File: src/iob_pkg.sv
package iob_pkg;
  // instruction field layout
  localparam int OPC_LSB = 9;
  localparam int DEV_LSB = 3;
  localparam int DEV_MSB = 8;
  localparam int SEL_P1_BIT = 0;
  localparam int SEL_P2_BIT = 1;
  localparam int SEL_P4_BIT = 2;
  localparam logic [2:0] IOT_OPCODE = 3'h6;
  // interrupt control instructions (octal 6001 and 6002)
  localparam logic [11:0] INT_ON_INSTR = 12'hc01;
  localparam logic [11:0] INT_OFF_INSTR = 12'hc02;
  // interrupt vectors: octal 0000/0001 and 0040/0041
  localparam logic [11:0] PRI_SAVE_ADDR = 12'h000;
  localparam logic [11:0] PRI_START_ADDR = 12'h001;
  localparam logic [11:0] ALT_SAVE_ADDR = 12'h020;
  localparam logic [11:0] ALT_START_ADDR = 12'h021;
  // pulse timing
  localparam int CLK_MHZ = 100;
  localparam int IOP_WIDTH_NS = 500;
  localparam int IOP_GAP_NS = 500;
  localparam int IOP_WIDTH_CYC = (IOP_WIDTH_NS * CLK_MHZ + 999) / 1000;
  localparam int IOP_GAP_CYC = (IOP_GAP_NS * CLK_MHZ + 999) / 1000;
  localparam int CNT_W = 8;
  localparam logic [CNT_W-1:0] IOP_WIDTH_LOAD = CNT_W'(IOP_WIDTH_CYC - 1);
  localparam logic [CNT_W-1:0] IOP_GAP_LOAD = CNT_W'(IOP_GAP_CYC - 1);
  // reset values
  localparam logic [11:0] WORD_RST = 12'h000;
  localparam logic [CNT_W-1:0] CNT_RST = 8'h00;

  // opcode decode used by the processor end
  function automatic logic is_iot(input logic [11:0] word);
    is_iot = (word[11:OPC_LSB] == IOT_OPCODE);
  endfunction
endpackage

File: src/iob_if.sv
`timescale 1ns/1ns
interface iob_if;
  logic [11:0] instr;
  logic biop1;
  logic biop2;
  logic biop4;
  logic [11:0] ac_out;
  logic [11:0] data_in;
  logic skip;
  logic int_req;

  modport proc (
    output instr,
    output biop1,
    output biop2,
    output biop4,
    output ac_out,
    input data_in,
    input skip,
    input int_req
  );

  modport periph (
    input instr,
    input biop1,
    input biop2,
    input biop4,
    input ac_out,
    output data_in,
    output skip,
    output int_req
  );
endinterface

File: src/iob_proc.sv
`timescale 1ns/1ns
module iob_proc (
  // clock and reset
  input wire logic clock,
  input wire logic nrst,
  // bus side
  iob_if.proc bus,
  // instruction issue
  input wire logic instr_valid,
  input wire logic [11:0] instr,
  input wire logic [11:0] pc,
  input wire logic [11:0] accumulator,
  input wire logic alternate_mode,
  output logic instr_ready_q,
  output logic done_q,
  output logic skip_q,
  output logic acc_load_q,
  output logic [11:0] acc_in_q,
  // interrupt jump
  output logic int_jump_q,
  output logic [11:0] save_addr_q,
  output logic [11:0] save_data_q,
  output logic [11:0] pc_load_q,
  output logic int_enable_q
);
  typedef enum logic [7:0] {
    ST_IDLE = 8'h01,
    ST_P1 = 8'h02,
    ST_G1 = 8'h04,
    ST_P2 = 8'h08,
    ST_G2 = 8'h10,
    ST_P4 = 8'h20,
    ST_G4 = 8'h40,
    ST_INT = 8'h80
  } iob_state_e;

  iob_state_e state_q, state_d;
  logic [iob_pkg::CNT_W-1:0] cnt_q, cnt_d;
  logic [11:0] instr_q, instr_d;
  logic [11:0] ac_out_q, ac_out_d;
  logic biop1_q, biop1_d;
  logic biop2_q, biop2_d;
  logic biop4_q, biop4_d;
  logic skip_acc_q, skip_acc_d;
  logic [11:0] data_acc_q, data_acc_d;
  logic instr_ready_d, done_d, skip_d, acc_load_d;
  logic [11:0] acc_in_d;
  logic int_jump_d;
  logic [11:0] save_addr_d, save_data_d, pc_load_d;
  logic int_enable_d;
  logic cnt_zero;

  assign cnt_zero = (cnt_q == iob_pkg::CNT_RST);

  // bus pins come straight from flops
  assign bus.instr = instr_q;
  assign bus.ac_out = ac_out_q;
  assign bus.biop1 = biop1_q;
  assign bus.biop2 = biop2_q;
  assign bus.biop4 = biop4_q;

  // sequencer: interrupt is checked before a new instruction is taken
  always_comb begin
    state_d = state_q;
    cnt_d = cnt_q;
    instr_d = instr_q;
    ac_out_d = ac_out_q;
    skip_acc_d = skip_acc_q;
    data_acc_d = data_acc_q;
    done_d = 1'b0;
    skip_d = skip_q;
    acc_load_d = 1'b0;
    acc_in_d = acc_in_q;
    int_jump_d = 1'b0;
    save_addr_d = save_addr_q;
    save_data_d = save_data_q;
    pc_load_d = pc_load_q;
    int_enable_d = int_enable_q;
    unique case (state_q)
      ST_IDLE: begin
        if (int_enable_q && bus.int_req) begin
          state_d = ST_INT;
          int_enable_d = 1'b0;
        end else if (instr_valid) begin
          if (iob_pkg::is_iot(instr)) begin
            instr_d = instr;
            ac_out_d = accumulator;
            skip_acc_d = 1'b0;
            data_acc_d = iob_pkg::WORD_RST;
            cnt_d = iob_pkg::IOP_WIDTH_LOAD;
            state_d = ST_P1;
            if (instr == iob_pkg::INT_ON_INSTR) begin
              int_enable_d = 1'b1;
            end else if (instr == iob_pkg::INT_OFF_INSTR) begin
              int_enable_d = 1'b0;
            end
          end else begin
            // not for this bus: finish at once, no pulses
            done_d = 1'b1;
            skip_d = 1'b0;
          end
        end
      end
      ST_P1: begin
        skip_acc_d = skip_acc_q | bus.skip;
        if (cnt_zero) begin
          cnt_d = iob_pkg::IOP_GAP_LOAD;
          state_d = ST_G1;
        end else begin
          cnt_d = cnt_q - 1'b1;
        end
      end
      ST_G1: begin
        // peripheral answers one cycle late, so keep listening in the gap
        skip_acc_d = skip_acc_q | bus.skip;
        if (cnt_zero) begin
          cnt_d = iob_pkg::IOP_WIDTH_LOAD;
          state_d = ST_P2;
        end else begin
          cnt_d = cnt_q - 1'b1;
        end
      end
      ST_P2: begin
        if (cnt_zero) begin
          cnt_d = iob_pkg::IOP_GAP_LOAD;
          state_d = ST_G2;
        end else begin
          cnt_d = cnt_q - 1'b1;
        end
      end
      ST_G2: begin
        if (cnt_zero) begin
          cnt_d = iob_pkg::IOP_WIDTH_LOAD;
          state_d = ST_P4;
        end else begin
          cnt_d = cnt_q - 1'b1;
        end
      end
      ST_P4: begin
        data_acc_d = data_acc_q | bus.data_in;
        if (cnt_zero) begin
          cnt_d = iob_pkg::IOP_GAP_LOAD;
          state_d = ST_G4;
        end else begin
          cnt_d = cnt_q - 1'b1;
        end
      end
      ST_G4: begin
        data_acc_d = data_acc_q | bus.data_in;
        if (cnt_zero) begin
          // pause ends only after the third pulse and its gap
          state_d = ST_IDLE;
          done_d = 1'b1;
          skip_d = skip_acc_d;
          if (instr_q[iob_pkg::SEL_P4_BIT]) begin
            acc_load_d = 1'b1;
            acc_in_d = data_acc_d;
          end
        end else begin
          cnt_d = cnt_q - 1'b1;
        end
      end
      ST_INT: begin
        // old pc goes to the save word so a jump through it resumes
        int_jump_d = 1'b1;
        save_data_d = pc;
        if (alternate_mode) begin
          save_addr_d = iob_pkg::ALT_SAVE_ADDR;
          pc_load_d = iob_pkg::ALT_START_ADDR;
        end else begin
          save_addr_d = iob_pkg::PRI_SAVE_ADDR;
          pc_load_d = iob_pkg::PRI_START_ADDR;
        end
        state_d = ST_IDLE;
      end
      default: begin
        state_d = ST_IDLE;
      end
    endcase
  end

  // pulses run in every iot; selection only decides what reaches the bus
  always_comb begin
    biop1_d = (state_d == ST_P1) && instr_d[iob_pkg::SEL_P1_BIT];
    biop2_d = (state_d == ST_P2) && instr_d[iob_pkg::SEL_P2_BIT];
    biop4_d = (state_d == ST_P4) && instr_d[iob_pkg::SEL_P4_BIT];
    instr_ready_d = (state_d == ST_IDLE) && !(int_enable_d && bus.int_req);
  end

  // state registers
  always_ff @(posedge clock or negedge nrst) begin
    if (!nrst) begin
      state_q <= ST_IDLE;
      cnt_q <= iob_pkg::CNT_RST;
      instr_q <= iob_pkg::WORD_RST;
      ac_out_q <= iob_pkg::WORD_RST;
      biop1_q <= 1'b0;
      biop2_q <= 1'b0;
      biop4_q <= 1'b0;
      skip_acc_q <= 1'b0;
      data_acc_q <= iob_pkg::WORD_RST;
      instr_ready_q <= 1'b0;
      done_q <= 1'b0;
      skip_q <= 1'b0;
      acc_load_q <= 1'b0;
      acc_in_q <= iob_pkg::WORD_RST;
      int_jump_q <= 1'b0;
      save_addr_q <= iob_pkg::WORD_RST;
      save_data_q <= iob_pkg::WORD_RST;
      pc_load_q <= iob_pkg::WORD_RST;
      int_enable_q <= 1'b0;
    end else begin
      state_q <= state_d;
      cnt_q <= cnt_d;
      instr_q <= instr_d;
      ac_out_q <= ac_out_d;
      biop1_q <= biop1_d;
      biop2_q <= biop2_d;
      biop4_q <= biop4_d;
      skip_acc_q <= skip_acc_d;
      data_acc_q <= data_acc_d;
      instr_ready_q <= instr_ready_d;
      done_q <= done_d;
      skip_q <= skip_d;
      acc_load_q <= acc_load_d;
      acc_in_q <= acc_in_d;
      int_jump_q <= int_jump_d;
      save_addr_q <= save_addr_d;
      save_data_q <= save_data_d;
      pc_load_q <= pc_load_d;
      int_enable_q <= int_enable_d;
    end
  end
endmodule

File: src/flat_wrapper.sv
// flat-port wrapper written by rule: the top's interface ports become plain ports
module iob_proc_flat 
  (clock, nrst, instr_valid, instr, pc, accumulator, alternate_mode, instr_ready_q, done_q, skip_q, acc_load_q, acc_in_q, int_jump_q, save_addr_q, save_data_q, pc_load_q, int_enable_q, bus_instr, bus_biop1, bus_biop2, bus_biop4, bus_ac_out, bus_data_in, bus_skip, bus_int_req);
  iob_if bus_i ();
  input wire logic clock;
  input wire logic nrst;
  input wire logic instr_valid;
  input wire logic [11:0] instr;
  input wire logic [11:0] pc;
  input wire logic [11:0] accumulator;
  input wire logic alternate_mode;
  output logic instr_ready_q;
  output logic done_q;
  output logic skip_q;
  output logic acc_load_q;
  output logic [11:0] acc_in_q;
  output logic int_jump_q;
  output logic [11:0] save_addr_q;
  output logic [11:0] save_data_q;
  output logic [11:0] pc_load_q;
  output logic int_enable_q;
  output wire logic [$bits(bus_i.instr)-1:0] bus_instr;
  output wire logic [$bits(bus_i.biop1)-1:0] bus_biop1;
  output wire logic [$bits(bus_i.biop2)-1:0] bus_biop2;
  output wire logic [$bits(bus_i.biop4)-1:0] bus_biop4;
  output wire logic [$bits(bus_i.ac_out)-1:0] bus_ac_out;
  input wire logic [$bits(bus_i.data_in)-1:0] bus_data_in;
  input wire logic [$bits(bus_i.skip)-1:0] bus_skip;
  input wire logic [$bits(bus_i.int_req)-1:0] bus_int_req;
  assign bus_instr = bus_i.instr;
  assign bus_biop1 = bus_i.biop1;
  assign bus_biop2 = bus_i.biop2;
  assign bus_biop4 = bus_i.biop4;
  assign bus_ac_out = bus_i.ac_out;
  assign bus_i.data_in = bus_data_in;
  assign bus_i.skip = bus_skip;
  assign bus_i.int_req = bus_int_req;
  iob_proc u_core (.clock(clock), .nrst(nrst), .bus(bus_i), .instr_valid(instr_valid), .instr(instr), .pc(pc), .accumulator(accumulator), .alternate_mode(alternate_mode), .instr_ready_q(instr_ready_q), .done_q(done_q), .skip_q(skip_q), .acc_load_q(acc_load_q), .acc_in_q(acc_in_q), .int_jump_q(int_jump_q), .save_addr_q(save_addr_q), .save_data_q(save_data_q), .pc_load_q(pc_load_q), .int_enable_q(int_enable_q));
endmodule
File: config.mk
export PLATFORM = sky130hd
export DESIGN_NAME = iob_proc_flat
export DESIGN_NICKNAME = d
export VERILOG_FILES = /design/src/iob_pkg.sv /design/src/iob_if.sv /design/src/iob_proc.sv /design/src/flat_wrapper.sv
export SDC_FILE = /design/constraint.sdc
export NUM_CORES = 1
export LEC_CHECK = 0
export ABC_AREA = 0
export BUFFER_PORTS_ARGS = -buffer_cell sky130_fd_sc_hd__buf_2
export CORE_MARGIN = 2
export CORE_UTILIZATION = 30
export CTS_BUF_LIST = sky130_fd_sc_hd__clkbuf_16
export CTS_CLUSTER_DIAMETER = 120
export DETAILED_ROUTE_END_ITERATION = 10
export GPL_TIMING_DRIVEN = 0
export SYNTH_ARGS = -nofsm -noshare
export SYNTH_HDL_FRONTEND = slang
export SYNTH_SLANG_ARGS = --single-unit
File: constraint.sdc
create_clock -name clock -period 3 [get_ports clock]
set_input_delay 0.75 -clock clock [delete_from_list [all_inputs] [get_ports clock]]
set_output_delay 0.75 -clock clock [all_outputs]
set_load 0.005 [all_outputs]
==> results.py <==
metrics = {
    "setup_path": {
        "cp.required_ns": 3.22,
        "startpoint_type": "flip-flop",
        "rrSetupSlack_ns": 0.60,
        "crit_path_end_kind": "flip-flop",
        "worstPathArrival_ns": 2.62,
        "worst_r2r_startpoint": "u_core.state_q[7]",
        "r2r-end": "u_core.bus.ac_out[10]",
        "worstRegToRegCells": 8,
        "startpoint": "u_core.state_q[7]",
        "critPathKind": "flip-flop to flip-flop",
        "critPathMaxFanout": 10,
    },
    "hold_path": {
        "hold_class": "primary input to async pin",
    },
    "grt": {
        "antenna_found_initial": 0,
        "grt_pass1_vias": 3044,
        "grt_max_degree": 54,
        "grt_pass1_wl_um": 15000,
        "grtUsageTotal": 0.133,
        "grt_overflow": 0,
    },
    "timing": {
        "setup_viol": 0,
        "fin_crit_sh": 0.800,
        "final_max_slew_viol_count": 0,
        "fin_skew_ns": 0.00684,
        "rsz0062_at_grt": "false",
        "slew_headroom": 0.637,
        "finalHoldViolations": 0,
        "worstMarginPinSlew_ns": 0.545,
        "post-route-min-period_ns": 2.40,
        "setup_tns_ns": 0,
        "max_freq_ghz": 0.417,
    },
    "power": {
        "ir_worst_vdd_mv": 0.222,
        "pwr-share-comb": 0.116,
        "internal_power_mw": 2.07,
        "power_density_mw_per_mm2": 528,
        "p_sw_frac": 0.239,
        "p_sw_mw": 0.650,
        "p_leak_nw": 2.73,
        "power_frac_clock": 0.393,
        "pwr-share-seq": 0.491,
    },
    "final_layout": {
        "area_growth_pct": 29.5,
        "finish.utilization": 0.393,
        "final_nets": 584,
        "drive_above_1_share": 0.354,
        "diodes": 0,
    },
    "route": {
        "ant_nets": 0,
        "via_per_inst": 4.43,
        "dr.pass1.iters": 6,
        "drt-total-wl_um": 9020,
        "drt-initial-drc-count": 136,
        "vias": 3148,
        "drc": 0,
        "post_drt_wl_per_cell_um": 12.7,
    },
    "clock_network": {
        "cts_resized": 0,
        "cts_tree": "built",
        "cts.sinks": 88,
        "path_clk_slew_ns": 0.06,
        "clock_latency_ns": 0.34,
        "hold_buffers": 0,
        "ctsRootBufferMaster": "clkbuf_16",
        "cts_htree_levels": 3,
        "cts_setup_buffers": 0,
        "cts_inserted_buffers": 9,
        "clock_path_buffers": 2,
    },
    "logic_synthesis": {
        "synth_edf_count": 0,
        "synthTopCellsByArea": "dfrtp_1, nand2_1, buf_4",
        "ys_types": 55,
        "ys_seq_elements": 88,
        "synth_most_common_cell": "dfrtp_1",
        "syn_inst": 384,
        "syn_area_mm2": 0.00398,
        "ys.flop_type": "dfrtp_1",
        "async_flop_share": 1.00,
        "seq_area_frac_synth": 0.554,
        "synth_top_area_frac": 0.548,
        "yosys.area.top_type": "dfrtp_1",
        "avgSynthCellArea_um2": 10.4,
        "ys_warn_count": 0,
        "netlist_top_cells_count": "dfrtp_1, nand2_1, nor2_1",
    },
    "outcome": {
        "status": "finished clean",
    },
    "die": {
        "start_util": 0.304,
        "die-area_mm2": 0.0142,
        "die_h_um": 119,
        "core.rowCount": 42,
        "die_x_um": 119,
        "core_mm2": 0.0131,
        "io-pin-count": 135,
    },
    "placement": {
        "gp_congestion": 0.813,
        "dp_hpwl_um": 6740,
        "io_buffers": 113,
    },
    "job": {
        "cap_violations": 0,
    },
}
-- registers in the layout, indices dropped and copies added (netlist names) --
| register | count |
|---|---|
| u_core.acc_in_q | 12 |
| u_core.acc_load_q | 1 |
| u_core.bus.ac_out | 12 |
| u_core.bus.biop1 | 1 |
| u_core.bus.biop2 | 1 |
| u_core.bus.biop4 | 1 |
| u_core.bus.instr | 12 |
| u_core.cnt_q | 8 |
| u_core.data_acc_q | 12 |
| u_core.done_q | 1 |
| u_core.instr_ready_q | 1 |
| u_core.int_enable_q | 1 |
| u_core.int_jump_q | 1 |
| u_core.pc_load_q | 2 |
| u_core.save_data_q | 12 |
| u_core.skip_acc_q | 1 |
| u_core.skip_q | 1 |
| u_core.state_q | 8 |
-- cells by family after synthesis --
group,after synthesis,synth area share
and+or+nand+nor,162,0.209
adders and majority gates,1,0.00315
DFF,88,0.554
xor gates and xnor gates,2,0.00441
AOI/OAI and AO/OA,46,0.0746
other,1,0.000943
buffers and inverters,57,0.0809
muxes,27,0.0724
-- critical path: stages, from the launching register on --
cell and delay, ns:
dfrtp_1 0.36, clkbuf_1 0.26, nor4_4 0.48, nand3_2 0.22, or2_2 0.34, buf_2 0.18
clkbuf_1 0.25, nand2_1 0.14, nand2_1 0.06
-- how the worst max path moves through the flow --
stage	to	slack, ns	cells past startpoint
2_1_floorplan	u_core.state_q[6]	0.90	8
3_3_place_gp	u_core.bus.biop2	0.38	1
3_5_place_dp	u_core.bus.ac_out[10]	0.64	8
4_1_cts	u_core.bus.ac_out[10]	0.62	8
5_1_grt	u_core.bus.ac_out[10]	0.45	8
6_report	u_core.bus.ac_out[10]	0.60	8
-- area by class of cell --
class                   count  area (um^2)
fillers                  1318         7940
flip-flops and latches     88         2200
multi-input cells         259         1530
repair buffers            114          596
plain buffers              38          250
clock buffers               9          225
well taps                 176          220
inverters                  19         71.3
clock inverters             7         57.6
-- power by group through the flow --
| stage | Clock (mW) | Sequential, mW | Combinational [mW] |
|---|---|---|---|
| final | 1.07 | 1.33 | 0.315 |
| after global routing | 1.16 | 1.35 | 0.358 |
| after CTS | 1.11 | 1.33 | 0.321 |
| after detailed placement | 0 | 1.35 | 0.321 |
| after global placement | 0 | 1.35 | 0.308 |
| after floorplan | 0 | 1.36 | 0.134 |
-- per-stage QoR --
stage	power (mW)	hold slack (ns)	instances	area, um^2	setup WS [ns]
after floorplan	1.49	0.454	404	4050	0.899
after global placement	1.66	0.448	693	4840	0.381
after detailed placement	1.68	0.447	694	4870	0.641
after CTS	2.76	0.380	710	5150	0.618
after global routing	2.86	0.409	710	5150	0.453
final	2.72	0.376	710	5150	0.601
-- per-layer routing --
metal	global-route usage	up-vias	part of all wire
met5	0	-	0
met1	0.173	1494	0.44
li1	-	1541	-
met2	0.208	97	0.48
met3	0.0354	16	0.055
met4	0.0565	0	0.019
-- cell usage in the layout (no fill, tap or decap), types with 9 or more instances in the layout --
cell / n
a21oi_1: 22
buf_2: 120
buf_4: 23
clkbuf_16: 9
conb_1: 21
dfrtp_1: 87
inv_1: 22
mux2_2: 14
mux2i_1: 13
nand2_1: 68
nor2_1: 33
nor3_1: 11
o21ai_0: 9
Note: power is estimated with default switching activity, not from simulation.
